### config.mk
export PLATFORM = sky130hd
export DESIGN_NAME = ufsr_core
export DESIGN_NICKNAME = d
export VERILOG_FILES = /design/src/inc/ufsr_pkg.sv /design/src/core/ufsr_core.sv
export SDC_FILE = /design/constraint.sdc
export NUM_CORES = 1
export LEC_CHECK = 0
export BUFFER_PORTS_ARGS = -buffer_cell sky130_fd_sc_hd__buf_4
export CAP_MARGIN = 30
export CORE_MARGIN = 2
export CORE_UTILIZATION = 56
export CTS_CLUSTER_SIZE = 30
export DETAILED_ROUTE_END_ITERATION = 8
export PLACE_DENSITY_LB_ADDON = 0.1
export SLEW_MARGIN = 30
export SYNTH_ARGS = -nofsm -noshare
export SYNTH_HDL_FRONTEND = slang
export SYNTH_SLANG_ARGS = --single-unit
### constraint.sdc
create_clock -name clock -period 4 [get_ports clock]
set_input_delay 0.8 -clock clock [delete_from_list [all_inputs] [get_ports clock]]
set_output_delay 0.8 -clock clock [all_outputs]
set_load 0.05 [all_outputs]
### src/inc/ufsr_pkg.sv
/*
 * Package for the serial-port FIFO status and soft-reset block.
 * Holds the register map, field positions, reset values and state codes.
 * Assumes the core and the bench both import it; no other surroundings.
 */
// Behaviour
// - Status bit 4 reads one exactly while the receive FIFO is full.
// - Status bit 3 reads one while the receive FIFO holds at least one entry.
// - Status bit 2 reads one while the transmit FIFO is empty, and is one after reset.
// - Status bit 1 reads one while the transmit FIFO has room, and is one after reset.
// - A 16-bit read-only register gives the transmit FIFO entry count, zero after reset.
// - A 16-bit read-only register gives the receive FIFO entry count, zero after reset.
// - Writing one to reset-register bit 2 empties the transmit FIFO pointers.
// - That transmit flush does the same as the FIFO-control transmit reset bit.
// - Writing one to reset-register bit 1 empties the receive FIFO pointers.
// - That receive flush does the same as the FIFO-control receive reset bit, other settings kept.
// - Flush bits clear themselves, so the reset register never shows a pending flush.
// - Writing one to reset-register bit 0 resets the whole controller at once, released on the clock; the core asserts it one clock edge after the write.
// - The software reset reaches every clock domain of the controller.
// - Each FIFO has a depth, sixteen by default, that bounds the counts and sets the full flags.
package ufsr_pkg;
	localparam int unsigned ufsr_addr_w = 32;
	localparam int unsigned ufsr_data_w = 16;
	localparam logic [31:0] ufsr_off_status = 32'h5000117c;
	localparam logic [31:0] ufsr_off_tx_level = 32'h50001180;
	localparam logic [31:0] ufsr_off_rx_level = 32'h50001184;
	localparam logic [31:0] ufsr_off_soft_reset = 32'h50001188;
	localparam logic [31:0] ufsr_off_fifo_control = 32'h50001200;
	localparam logic [31:0] ufsr_off_irq_status = 32'h50001204;
	localparam logic [31:0] ufsr_off_irq_mask = 32'h50001208;
	localparam int unsigned ufsr_bit_rx_full = 4;
	localparam int unsigned ufsr_bit_rx_not_empty = 3;
	localparam int unsigned ufsr_bit_tx_empty = 2;
	localparam int unsigned ufsr_bit_tx_not_full = 1;
	localparam int unsigned ufsr_bit_tx_flush = 2;
	localparam int unsigned ufsr_bit_rx_flush = 1;
	localparam int unsigned ufsr_bit_soft_reset = 0;
	localparam int unsigned ufsr_bit_fifo_enable = 0;
	localparam logic [15:0] ufsr_status_reset = 16'h0006;
	localparam logic [15:0] ufsr_level_reset = 16'h0000;
	localparam logic [15:0] ufsr_status_mask = 16'h001e;
	localparam logic [15:0] ufsr_fcr_keep_mask = 16'h00f9;
	localparam int unsigned ufsr_fifo_depth = 16;
	localparam int unsigned ufsr_rst_hold = 2;
	// interrupt events: 0 rx not empty, 1 rx full, 2 tx empty, 3 tx overflow, 4 rx overflow
	localparam int unsigned ufsr_irq_w = 5;
	typedef enum logic [1:0] {
		ufsr_run_s = 2'b00,
		ufsr_hold_s = 2'b01,
		ufsr_release_s = 2'b10
	} ufsr_rst_state_t;
endpackage : ufsr_pkg

### src/core/ufsr_core.sv
/*
 * FIFO status, fill levels and software reset of a serial controller.
 * Occupancy is tracked here from push and pop strobes of the data path;
 * assumes data path strobes are on the same clock and respect the flags.
 */
// The plain strobed port was chosen for this implementation.
`timescale 1ns/1ps
`default_nettype none
module ufsr_core #(
	parameter int unsigned depth = ufsr_pkg::ufsr_fifo_depth
) (
	input wire logic clock,
	input wire logic rst_n,
	input wire logic [ufsr_pkg::ufsr_addr_w-1:0] addr,
	input wire logic [ufsr_pkg::ufsr_data_w-1:0] wdata,
	input wire logic wr,
	input wire logic rd,
	output logic [ufsr_pkg::ufsr_data_w-1:0] rdata,
	input wire logic tx_push,
	input wire logic tx_pop,
	input wire logic rx_push,
	input wire logic rx_pop,
	output logic tx_fifo_flush,
	output logic rx_fifo_flush,
	output logic controller_soft_reset,
	output logic fifo_enable,
	output logic irq
);
	import ufsr_pkg::*;

	typedef struct packed {
		logic [15:0] tx_count;
		logic [15:0] rx_count;
		logic [15:0] rdata;
		logic [15:0] fifo_control_register;
		logic [ufsr_irq_w-1:0] irq_status;
		logic [ufsr_irq_w-1:0] irq_mask;
		logic tx_flush;
		logic rx_flush;
		logic soft_rst;
		logic irq;
		ufsr_rst_state_t rst_state;
		logic [1:0] rst_cnt;
	} ufsr_state_t;

	ufsr_state_t cur;
	ufsr_state_t next_cur;

	localparam logic [15:0] depth_w = 16'(depth);

	function automatic logic hit(input logic [31:0] a, input logic [31:0] off);
		return a == off;
	endfunction : hit

	function automatic logic [15:0] step(input logic [15:0] cnt, input logic up, input logic dn,
		input logic flush);
		logic [15:0] r;
		r = cnt;
		if (flush) begin
			r = 16'h0000;
		end else if (up && !dn && cnt < depth_w) begin
			r = cnt + 16'h0001;
		end else if (dn && !up && cnt != 16'h0000) begin
			r = cnt - 16'h0001;
		end
		return r;
	endfunction : step

	logic [15:0] status_now;
	logic wr_srr;
	logic wr_fcr;
	logic do_tx_flush;
	logic do_rx_flush;
	logic [ufsr_irq_w-1:0] events;
	logic tx_empty_now;

	always_comb begin
		status_now = 16'h0000;
		status_now[ufsr_bit_rx_full] = cur.rx_count == depth_w;
		status_now[ufsr_bit_rx_not_empty] = cur.rx_count != 16'h0000;
		status_now[ufsr_bit_tx_empty] = cur.tx_count == 16'h0000;
		status_now[ufsr_bit_tx_not_full] = cur.tx_count != depth_w;
		status_now = status_now & ufsr_status_mask;
	end

	always_comb begin
		next_cur = cur;
		wr_srr = wr && hit(addr, ufsr_off_soft_reset);
		wr_fcr = wr && hit(addr, ufsr_off_fifo_control);
		// either register flushes the same pointers
		do_tx_flush = (wr_srr || wr_fcr) && wdata[ufsr_bit_tx_flush];
		do_rx_flush = (wr_srr || wr_fcr) && wdata[ufsr_bit_rx_flush];
		tx_empty_now = cur.tx_count == 16'h0001 && tx_pop && !tx_push;
		events = '0;
		events[0] = cur.rx_count == 16'h0000 && rx_push && !do_rx_flush;
		events[1] = cur.rx_count == depth_w - 16'h0001 && rx_push && !rx_pop && !do_rx_flush;
		events[2] = tx_empty_now && !do_tx_flush;
		events[3] = tx_push && !tx_pop && cur.tx_count == depth_w;
		events[4] = rx_push && !rx_pop && cur.rx_count == depth_w;

		next_cur.tx_count = step(cur.tx_count, tx_push, tx_pop, do_tx_flush);
		next_cur.rx_count = step(cur.rx_count, rx_push, rx_pop, do_rx_flush);

		// one-cycle pulses; nothing is stored, so they self-clear
		next_cur.tx_flush = do_tx_flush;
		next_cur.rx_flush = do_rx_flush;
		if (wr_fcr) begin
			// flush bits never stick in the control image
			next_cur.fifo_control_register = wdata & ufsr_fcr_keep_mask;
		end

		if (wr && hit(addr, ufsr_off_irq_mask)) begin
			next_cur.irq_mask = wdata[ufsr_irq_w-1:0];
		end
		next_cur.irq_status = cur.irq_status;
		if (wr && hit(addr, ufsr_off_irq_status)) begin
			next_cur.irq_status = cur.irq_status & ~wdata[ufsr_irq_w-1:0];
		end
		// set beats a simultaneous clear
		next_cur.irq_status = next_cur.irq_status | events;
		next_cur.irq = |(next_cur.irq_status & next_cur.irq_mask);

		next_cur.rdata = 16'h0000;
		if (rd) begin
			if (hit(addr, ufsr_off_status)) begin
				next_cur.rdata = status_now;
			end else if (hit(addr, ufsr_off_tx_level)) begin
				next_cur.rdata = cur.tx_count;
			end else if (hit(addr, ufsr_off_rx_level)) begin
				next_cur.rdata = cur.rx_count;
			end else if (hit(addr, ufsr_off_fifo_control)) begin
				next_cur.rdata = cur.fifo_control_register;
			end else if (hit(addr, ufsr_off_irq_status)) begin
				next_cur.rdata = 16'(cur.irq_status);
			end else if (hit(addr, ufsr_off_irq_mask)) begin
				next_cur.rdata = 16'(cur.irq_mask);
			end
			// write-only reset register and unmapped reads return zero
		end

		// soft reset: registered, so asserted on the clock edge that takes the write, held two cycles, then released on the clock
		case (cur.rst_state)
			ufsr_run_s: begin
				next_cur.soft_rst = 1'b0;
				if (wr_srr && wdata[ufsr_bit_soft_reset]) begin
					next_cur.soft_rst = 1'b1;
					next_cur.rst_state = ufsr_hold_s;
					// release cycle still drives the reset, so the hold state runs one cycle short
					next_cur.rst_cnt = 2'(ufsr_rst_hold - 2);
				end
			end
			ufsr_hold_s: begin
				next_cur.soft_rst = 1'b1;
				if (cur.rst_cnt == 2'h0) begin
					next_cur.rst_state = ufsr_release_s;
				end else begin
					next_cur.rst_cnt = cur.rst_cnt - 2'h1;
				end
			end
			ufsr_release_s: begin
				next_cur.soft_rst = 1'b0;
				next_cur.rst_state = ufsr_run_s;
			end
			default: begin
				next_cur.soft_rst = 1'b0;
				next_cur.rst_state = ufsr_run_s;
			end
		endcase

		// the whole controller, this block's FIFO view included, restarts
		if (cur.soft_rst) begin
			next_cur.tx_count = ufsr_level_reset;
			next_cur.rx_count = ufsr_level_reset;
			next_cur.fifo_control_register = 16'h0000;
			next_cur.irq_status = '0;
			next_cur.irq_mask = '0;
			next_cur.irq = 1'b0;
			next_cur.tx_flush = 1'b0;
			next_cur.rx_flush = 1'b0;
		end
	end

	always_ff @(posedge clock) begin
		if (!rst_n) begin
			cur <= '{tx_count: ufsr_level_reset, rx_count: ufsr_level_reset, rdata: 16'h0000,
				fifo_control_register: 16'h0000, irq_status: '0, irq_mask: '0, tx_flush: 1'b0, rx_flush: 1'b0,
				soft_rst: 1'b0, irq: 1'b0, rst_state: ufsr_run_s, rst_cnt: 2'h0};
		end else begin
			cur <= next_cur;
		end
	end

	assign rdata = cur.rdata;
	assign tx_fifo_flush = cur.tx_flush;
	assign rx_fifo_flush = cur.rx_flush;
	// one reset line feeds both the bus and serial domains of the controller
	assign controller_soft_reset = cur.soft_rst;
	assign fifo_enable = cur.fifo_control_register[ufsr_bit_fifo_enable];
	assign irq = cur.irq;
endmodule : ufsr_core
`default_nettype wire

==> impl_results.md, run 1 <==
* Hold buffer count at CTS at 0
* Crit-path max cell delay at 460 ps
* Clk slew on worst S/H paths at 80 ps
* Crit Path Class: reg2reg
* Syn-to-layout area delta at 16.73%
* Top delay family on crit path: compound AO/OA/AOI/OAI gates
* Pwr/cell area at 702.3 nW/um^2
* Initial Utilization at 57.42%
* Ys Warns at 0
* Static Leak at 1.901 nW
* Synth unique cells at 66
* Worst path slowest cell: nor4_1
* Critical Path RT at 4260 ps
* Clock Tree Buf Depth at 2
* First-pass DRT Iterations at 5
* Mean Syn Cell Area at 8.437 um^2
* Total number of H-tree levels at 3
* Post-Synth Simple-Gate Area at 30.90%
* RR Startpoint: cur[57]$_SDFFE_PP0P_
* ANT nets after route at 0
* Setup Viol. Count Final at 0
* Io pins at 77
* Mapped Cells at 491
* Mapped cell area at 4143 um^2
* DRC viols at 0
* Sum Neg Setup Slack at 0 ps
* DR iter-0 viols at 287
* Routed WL per cell at 15.93 um
* Post-Synth XOR/XNOR Area at 4.017%
* Routed met2 length at 5122 um
* WP data arrival at 3500 ps
* Setup crit start kind: flip-flop
* Multiplexer share of the synthesized area at 2.024%
* Ys async rst share at 0%
* Adder-cell area share of the yosys netlist at 6.222%
* Crit. End Element: flip-flop
* Synth area leaders: dfxtp_1 35%, ha_1 5.7%, nor2_1 5.3%
* Clk_lat worst skew at 360 ps
* Largest family of logic cells by synthesized area: simple AND/OR/NAND/NOR gates
* Max rail drop VDD at 0.0005876 V
* M1 WL at 4554 um
* Via count at 3868
* Mean number of vias per cell at 5.933
* Final setup margin at 757.7 ps
* Share of cells above drive strength 1 at 19.89%
* CTS sink cnt at 72
* Pins Over Slew Limit at 0
* Worst min-delay path category: reg2reg
* Most frequent cells in the layout: 73 x buf_4, 72 x dfxtp_1, 59 x nor2_1, 47 x nand2_1, 32 x a21oi_1
* CTS Buf Count at 9
* Full die area at 8102 um^2
* I/O Buffers at 68
* DRT Wirelength at 10390 um
* Final Skew at 14.17 ps
* Filler cells at 657
* CTS tree: done
* Unrepaired setup endpoints after global routing: no
* Status: completed
* Final min period at 3242 ps
* R2R Path End: cur[64]$_SDFFE_PP0P_
* GPL Wtd Cong at 0.8828
* Grt total ovfl at 0
* Area share of the largest cell type after synthesis at 34.79%
* Fin. Hold Viols at 0
* Vias in the first global route at 3790
* Diode count at 0
* Total Routing Usage GR at 27.03%
* Fin crit share at 81.06%
* Peak Freq at 0.3084 GHz
* Seq/Total Area, Yosys at 34.79%
* Initial antenna violation count at 0
* WP buf/inv at 2
* Rows at 31
* Die width at 90.01 um
* HPWL after DPL at 7916 um
* Worst R2R Path Depth at 12
* Root buffer cell: clkbuf_8
* CP max FO at 6
* EDFF count, synth at 0
* Most frequent CP cell: o21a_1
* Worst-path cell chain: nor4_1 > nand4_1 > buf_4 > inv_1 > fa_1 > nor2b_1 > o21ai_0 > a21oi_1 > o21a_1 > a41o_1 > o21a_1 > o31ai_1
* CTS resizes at 0
* Global-route wire length before repair at 18140 um
* Largest net degree at the start of global routing at 17
* WL met3 at 575 um
* CORE AREA at 7214 um^2
* Hold path cells at 2
* Post-place setup slack at 593.5 ps
* Compound-gate portion of the synthesized area at 16.91%
* Max-cap viol count at 0
* Relative max-transition margin at 36.63%
* Hold Path Origin: cur[22]$_SDFFE_PP0P_
* Most common cell after layout, fill and taps aside: buf_4
* Hold Path End: cur[22]$_SDFFE_PP0P_
* Height of the chip at 90.01 um
* Most used DFF post-synth: dfxtp_1
* Nets@finish at 624
* Syn Nets at 567
* Area leader, netlist: dfxtp_1
* Post-CTS setup buffers at 0
* Slew at the pin closest to its max-slew limit at 941.9 ps
* DR top layer: met4
* Reg2reg setup slack at 760 ps
* Flops & latches, synth at 72
-- per-layer routing --
| layer | GRT usage [%] | up-vias |
|---|---|---|
| met4 | 6.154 | 0 |
| li1 | - | 1906 |
| met5 | 0 | - |
| met1 | 35.06 | 1835 |
| met2 | 45.86 | 110 |
| met3 | 6.287 | 17 |
-- per-stage QoR --
step | instance area, um^2 | cells | total power, mW | hold WS (ps) | utilization, %
after floorplan | 4143 | 491 | 2.427 | 431.3 | -
after global placement | 4649 | 636 | 2.771 | 437.8 | 64.45
after detailed placement | 4649 | 636 | 2.832 | 444.3 | 64.45
after CTS | 4836 | 652 | 3.385 | 454.8 | 67.03
after global routing | 4836 | 652 | 3.724 | 463.9 | 67.03
final | 4836 | 652 | 3.396 | 455.4 | 67.03
-- power breakdown --
group | switching (mW) | internal [mW]
combinational | 1.02 | 0.792
clock | 0.307 | 0.237
sequential | 0.187 | 0.851
total | 1.52 | 1.88
-- synthesized netlist by cell type (all sizes together), types with 7 or more instances --
| cell | n |
|---|---|
| o21ai | 18 |
| nand4 | 10 |
| xnor2 | 12 |
| inv | 11 |
| dfxtp | 72 |
| ha | 19 |
| a22oi | 14 |
| nor2b | 9 |
| nor4 | 15 |
| buf | 22 |
| nand3 | 26 |
| a21oi | 32 |
| nand2 | 48 |
| and2 | 8 |
| nor3 | 16 |
| nor2 | 59 |
| xor2 | 7 |
| and3 | 9 |
-- how the worst max path moves through the flow --
stage                            to                 start  slack [ps]  depth (start not counted)
2_1_floorplan  cur[64]$_SDFFE_PP0P_                rx_pop         690                         10
3_3_place_gp   cur[64]$_SDFFE_PP0P_                rx_pop         700                         13
3_5_place_dp   cur[64]$_SDFFE_PP0P_                rx_pop         590                         13
4_1_cts        cur[64]$_SDFFE_PP0P_  cur[57]$_SDFFE_PP0P_         780                         12
5_1_grt        cur[61]$_SDFFE_PP0P_  cur[57]$_SDFFE_PP0P_         410                         11
6_report       cur[64]$_SDFFE_PP0P_  cur[57]$_SDFFE_PP0P_         760                         12
-- worst min-delay path: cells and delay by family (launching register included) --
family          cells  cell delay (ps)
simple gates        1               50
flops               1              310
compound gates      1               50
-- cell families (layout without fill, tap and decap cells) --
family | after synthesis | after routing
buffers and inverters | 38 | 100
XOR/XNOR | 19 | 19
flip-flops | 72 | 72
AND/OR/NAND/NOR | 231 | 231
multiplexers | 8 | 8
adder cells (fa/ha/maj) | 20 | 20
AO/OA/AOI/OAI | 103 | 103
-- state kept, by name (all words and copies together), names as in the netlist --
| signal | count |
|---|---|
| fifo_enable | 1 |
| cur | 51 |
| rx_fifo_flush | 1 |
| tx_fifo_flush | 1 |
| controller_soft_reset | 1 |
| irq | 1 |
| rdata | 16 |
-- area by class of cell --
type                            instances  area (um^2)  share of cell area (%)
Multi-Input combinational cell        381         2495                   51.59
Clock inverter                          7        62.56                   1.294
Clock buffer                            9        123.9                   2.561
Inverter                               11        41.29                  0.8538
Sequential cell                        72         1441                   29.81
Timing Repair Buffer                   73        548.0                   11.33
Tap cell                               99        123.9                   2.561
(Power assumes the default switching activity.)
==> run 2: changes to the inputs <==
==> constraint.sdc (replaced) <==
create_clock -name clock -period 3.4 [get_ports clock]
set_input_delay 0.68 -clock clock [delete_from_list [all_inputs] [get_ports clock]]
set_output_delay 0.68 -clock clock [all_outputs]
set_load 0.05 [all_outputs]
==> run 2 against run 1 <==
Compared with the run above: core utilization up 1.0 points; first-iteration DRC count rose by 9.1%; critical path depth unchanged; clock skew shrank 4.2 ps; cell count is 0.61% higher; power grew 23%; register-to-register slack lost 370 ps; via count is 1.6% higher; die area is the same; combinational power increased by 21%; critical path type unchanged; critical endpoint unchanged; highest routed layer unchanged.
==> impl_results.md, run 2 (same netlist as run 1, synthesis figures left out) <==
* CP max FO at 11
* Pins Over Slew Limit at 0
* Max-cap viol count at 0
* CTS tree: done
* Max rail drop VDD at 0.0006379 V
* Via count at 3929
* Non-filler cells, final at 656
* GPL Wtd Cong at 0.9055
* Setup Viol. Count Final at 0
* Routed met2 length at 5179 um
* Diode count at 0
* DRC viols at 0
* WP data arrival at 3280 ps
* Grt total ovfl at 0
* Final min period at 3015 ps
* Setup crit start kind: flip-flop
* Post-place setup slack at 255.4 ps
* R2R Path End: cur[64]$_SDFFE_PP0P_
* Syn-to-layout area delta at 18.51%
* Most common cell after layout, fill and taps aside: buf_4
* Area after DPL at 4679 um^2
* M1 WL at 4588 um
* Max FFs per register at 51
* Largest net degree at the start of global routing at 17
* Io pins at 77
* Crit-path max cell delay at 380 ps
* Fin crit share at 88.68%
* DRT Wirelength at 10610 um
* Most frequent cells in the layout: 77 x buf_4, 72 x dfxtp_1, 59 x nor2_1, 47 x nand2_1, 32 x a21oi_1
* Internal Power at 2.374 mW
* Hold path cells at 2
* Most flop-heavy register: cur
* WP buf/inv at 2
* First-pass DRT Iterations at 7
* CTS Buf Count at 9
* Clk pwr share at 18.4%
* Global-route wire length before repair at 17850 um
* WL met3 at 703 um
* Reg power frac at 29.3%
* DR top layer: met4
* Final Util at 68.05%
* Rows at 31
* Nets@finish at 628
* Filler cells at 619
* CORE AREA at 7214 um^2
* Status: completed
* Pwr Total at 4.187 mW
* Root buffer cell: clkbuf_8
* CTS sink cnt at 72
* Mean number of vias per cell at 5.989
* Hold buffer count at CTS at 0
* Top delay family on crit path: compound AO/OA/AOI/OAI gates
* Final setup margin at 384.7 ps
* Clock Tree Buf Depth at 2
* Peak Freq at 0.3316 GHz
* Logic pwr share at 52.4%
* Routed WL per cell at 16.18 um
* Clk_lat worst skew at 350 ps
* Hold Path Origin: cur[25]$_SDFFE_PP0P_
* Sw Ratio at 43.31%
* Net switching power at 1.814 mW
* ANT nets after route at 0
* Dpl cells at 640
* Clk slew on worst S/H paths at 80 ps
* Initial Utilization at 57.42%
* Reg2reg setup slack at 380 ps
* Post-CTS setup buffers at 0
* Worst R2R Path Depth at 12
* Die width at 90.01 um
* Unrepaired setup endpoints after global routing: no
* Fin. Hold Viols at 0
* CTS resizes at 0
* Crit Path Class: reg2reg
* Crit. End Element: flip-flop
* Full die area at 8102 um^2
* Pwr/cell area at 852.9 nW/um^2
* Height of the chip at 90.01 um
* Vias in the first global route at 3773
* RR Startpoint: cur[57]$_SDFFE_PP0P_
* Worst-path cell chain: nor4_2 > nand4_1 > buf_4 > inv_1 > fa_1 > nor2b_1 > o21ai_0 > a21oi_1 > o21a_1 > a41o_1 > o21a_1 > o31ai_1
* I/O Buffers at 68
* Total Routing Usage GR at 26.71%
* Hold Path End: cur[25]$_SDFFE_PP0P_
* Most frequent CP cell: o21a_1
* Total number of H-tree levels at 3
* Worst min-delay path category: reg2reg
* Share of cells above drive strength 1 at 20.65%
* Initial antenna violation count at 0
* Relative max-transition margin at 55.32%
* Static Leak at 1.946 nW
* Sum Neg Setup Slack at 0 ps
* Slew at the pin closest to its max-slew limit at 670.1 ps
* DR iter-0 viols at 313
* Final Skew at 9.954 ps
* Design Area, Final at 4910 um^2
* HPWL after DPL at 7863 um
* Critical Path RT at 3660 ps
* Hold slack at 455.1 ps
* Worst path slowest cell: dfxtp_1
[run 2: cell count changes in the layout (fill, tap and decap cells not counted), sizes merged]
cell,change
clkinvlp,-1
bufinv,+2
buf,+4
clkinv,-1
[run 2: metal layers]
layer / vias up / GRT usage (%)
li1: 1907 / -
met1: 1864 / 34.19
met2: 141 / 45.30
met3: 17 / 6.538
met4: 0 / 6.667
met5: - / 0
[run 2: worst min-delay path: stages, from the launching register on]
cell and delay [ps]:
dfxtp_1 310, nand2_1 50, a21oi_1 50
[run 2: layout make-up]
class                           count  area [um^2]  area share [%]
Multi-Input combinational cell    381         2501           50.94
Clock inverter                      7        100.1           2.039
Timing Repair Buffer               77        578.1           11.77
Tap cell                           99        123.9           2.523
Inverter                           11        41.29          0.8410
Clock buffer                        9        123.9           2.523
Sequential cell                    72         1441           29.36
[run 2: power by group through the flow]
| stage | Clock [mW] | Combinational, mW | Sequential, mW |
|---|---|---|---|
| 2_1_floorplan | 0 | 1.70 | 1.15 |
| 3_3_place_gp | 0 | 2.06 | 1.22 |
| 3_5_place_dp | 0 | 2.13 | 1.23 |
| 4_1_cts | 0.773 | 2.17 | 1.21 |
| 5_1_grt | 0.815 | 2.47 | 1.24 |
| 6_report | 0.770 | 2.19 | 1.23 |
[run 2: worst max-delay path by stage]
stage,start,endpoint,cells after the start
2_1_floorplan,rx_pop,cur[64]$_SDFFE_PP0P_,10
6_report,cur[57]$_SDFFE_PP0P_,cur[64]$_SDFFE_PP0P_,12
5_1_grt,cur[57]$_SDFFE_PP0P_,cur[65]$_SDFFE_PP0P_,11
3_3_place_gp,rx_pop,cur[64]$_SDFFE_PP0P_,13
4_1_cts,cur[57]$_SDFFE_PP0P_,cur[64]$_SDFFE_PP0P_,12
3_5_place_dp,rx_pop,cur[64]$_SDFFE_PP0P_,13
==> run 3: changes to the inputs <==
--- a/config.mk
+++ b/config.mk
@@ -7,8 +7,10 @@
 export LEC_CHECK = 0
 export BUFFER_PORTS_ARGS = -buffer_cell sky130_fd_sc_hd__buf_4
 export CAP_MARGIN = 30
+export CELL_PAD_IN_SITES_DETAIL_PLACEMENT = 0
+export CELL_PAD_IN_SITES_GLOBAL_PLACEMENT = 1
 export CORE_MARGIN = 2
-export CORE_UTILIZATION = 56
+export CORE_UTILIZATION = 42
 export CTS_CLUSTER_SIZE = 30
 export DETAILED_ROUTE_END_ITERATION = 8
 export PLACE_DENSITY_LB_ADDON = 0.1
==> run 3 against run 2 <==
Compared with the run above: die area grew 32%; critical path depth down 1; largest cell class unchanged; clock-buffer cell count increased by 1; first-iteration DRC count fell by 27%; register-to-register slack lost 80 ps; clock skew increased by 3.1 ps; critical path type unchanged.
==> impl_results.md, run 3 (same netlist as run 1, synthesis figures left out) <==
* Status: completed
* Slew at the pin closest to its max-slew limit at 699.3 ps
* Area after DPL at 4760 um^2
* Die width at 103.3 um
* Routed WL per cell at 15.76 um
* Crit-path max cell delay at 430 ps
* Worst path slowest cell: nor4_1
* Vias in the first global route at 3623
* Max rail drop VDD at 0.0005419 V
* Setup crit start kind: flip-flop
* CTS sink cnt at 72
* Worst min-delay path category: reg2reg
* Hold buffer count at CTS at 0
* Via count at 3851
* Pwr/cell area at 842.3 nW/um^2
* M2 GR Usage at 35.46%
* Most frequent CP cell: and3_1
* Full die area at 10670 um^2
* Final setup margin at 304.1 ps
* Grt total ovfl at 0
* ANT nets after route at 0
* Final min period at 3096 ps
* Initial antenna violation count at 0
* Height of the chip at 103.3 um
* Pins Over Slew Limit at 0
* Hold Path Origin: cur[21]$_SDFFE_PP0P_
* Relative max-transition margin at 53.38%
* DRC viols at 0
* Max-cap viol count at 0
* Multi-input combinational cell area at 2501 um^2
* Nets@finish at 633
* I/O Buffers at 68
* Setup Viol. Count Final at 0
* Hold Path End: cur[21]$_SDFFE_PP0P_
* Total number of H-tree levels at 3
* Fin. Hold Viols at 0
* Final Util at 51.58%
* Register area at 1441 um^2
* Met1 usage at 28.42%
* Root buffer cell: clkbuf_8
* Critical Path RT at 3670 ps
* Design Area, Final at 4995 um^2
* Worst-path cell chain: nor4_1 > nand4_1 > buf_4 > ha_1 > and3_1 > and3b_1 > a21oi_1 > nand3_1 > and3_1 > o21ai_0 > nor3b_1
* Top delay family on crit path: simple AND/OR/NAND/NOR gates
* Largest net degree at the start of global routing at 17
* Clock Tree Buf Depth at 2
* CTS Buf Count at 9
* WP data arrival at 3360 ps
* Unrepaired setup endpoints after global routing: no
* CORE AREA at 9684 um^2
* Most flop-heavy register: cur
* Io pins at 77
* Fin crit share at 91.06%
* Clk slew on worst S/H paths at 80 ps
* Most frequent cells in the layout: 82 x buf_4, 72 x dfxtp_1, 59 x nor2_1, 47 x nand2_1, 32 x a21oi_1
* HPWL after DPL at 8387 um
* Share of cells above drive strength 1 at 21.35%
* First-pass DRT Iterations at 5
* Filler cells at 952
* Reg2reg setup slack at 300 ps
* Static Leak at 1.974 nW
* Max FFs per register at 51
* Most common cell after layout, fill and taps aside: buf_4
* R2R Path End: cur[65]$_SDFFE_PP0P_
* Syn-to-layout area delta at 20.57%
* Mean number of vias per cell at 5.541
* WP buf/inv at 1
* Crit. End Element: flip-flop
* Sum Neg Setup Slack at 0 ps
* Post-CTS setup buffers at 0
* Global-route wire length before repair at 17730 um
* Diode count at 0
* DRT Wirelength at 10960 um
* Post-place setup slack at 177.9 ps
* Total Routing Usage GR at 21.51%
* Rows at 36
* RR Startpoint: cur[57]$_SDFFE_PP0P_
* CTS tree: done
* Final Skew at 13.02 ps
* Initial Utilization at 42.78%
* DR iter-0 viols at 229
* Clk_lat worst skew at 360 ps
* Grt met3 use at 4.368%
* Pwr Total at 4.207 mW
* Peak Freq at 0.3230 GHz
* Crit Path Class: reg2reg
* GPL Wtd Cong at 0.8143
* CTS resizes at 0
* Hold path cells at 2
* Worst R2R Path Depth at 11
* Top Usage Layer GRT: met2
* CP max FO at 9
==> run 3: cell types whose count changed in the layout (fill, tap and decap cells not counted) <==
cell      delta
buf_4        +5
clkinv_4     +1
inv_6        -2
clkbuf_8     +1
==> run 3: cell type report <==
class	count	area share (%)
tap	133	3.332
multi-input combinational	381	50.08
sequential	72	28.86
timing repair buffer	82	12.32
clock inverter	6	1.829
clock buffer	10	2.756
inverter	11	0.8267
==> run 3: worst reg2reg max path, stage by stage, from the launching register on <==
cell,delay (ps)
dfxtp_1,330
nor4_1,430
nand4_1,340
buf_4,290
ha_1,360
and3_1,270
and3b_1,180
a21oi_1,170
nand3_1,120
and3_1,200
o21ai_0,120
nor3b_1,190
==> run 3: worst max path at each step <==
stage	startpoint	end	slack, ps	cells past startpoint
2_1_floorplan	rx_pop	cur[64]$_SDFFE_PP0P_	210	10
5_1_grt	cur[57]$_SDFFE_PP0P_	cur[64]$_SDFFE_PP0P_	60	12
3_5_place_dp	rx_pop	cur[64]$_SDFFE_PP0P_	180	13
4_1_cts	cur[65]$_SDFFE_PP0P_	cur[64]$_SDFFE_PP0P_	210	12
6_report	cur[57]$_SDFFE_PP0P_	cur[65]$_SDFFE_PP0P_	300	11
3_3_place_gp	rx_pop	cur[64]$_SDFFE_PP0P_	210	13
==> run 3: stage by stage <==
stage	hold slack, ps	instances
2_1_floorplan	431.3	491
3_3_place_gp	438.1	679
3_5_place_dp	444.4	679
4_1_cts	455.4	695
5_1_grt	484.7	695
6_report	452.9	695
==> run 3: report_power, final <==
group / internal, mW / leakage (nW) / switching [mW] / total, mW
logic: 0.969 / 1.27 / 1.25 / 2.22
clock network: 0.437 / 0.117 / 0.346 / 0.783
registers: 1.00 / 0.584 / 0.206 / 1.21
==> run 3: layer usage <==
metal | part of all wire [%] | vias to the layer above | wire (um)
met5 | 0 | - | 0
met4 | 1.6 | 0 | 176
met3 | 5.2 | 20 | 566
met2 | 47 | 104 | 5137
met1 | 46 | 1809 | 5074
li1 | - | 1918 | -
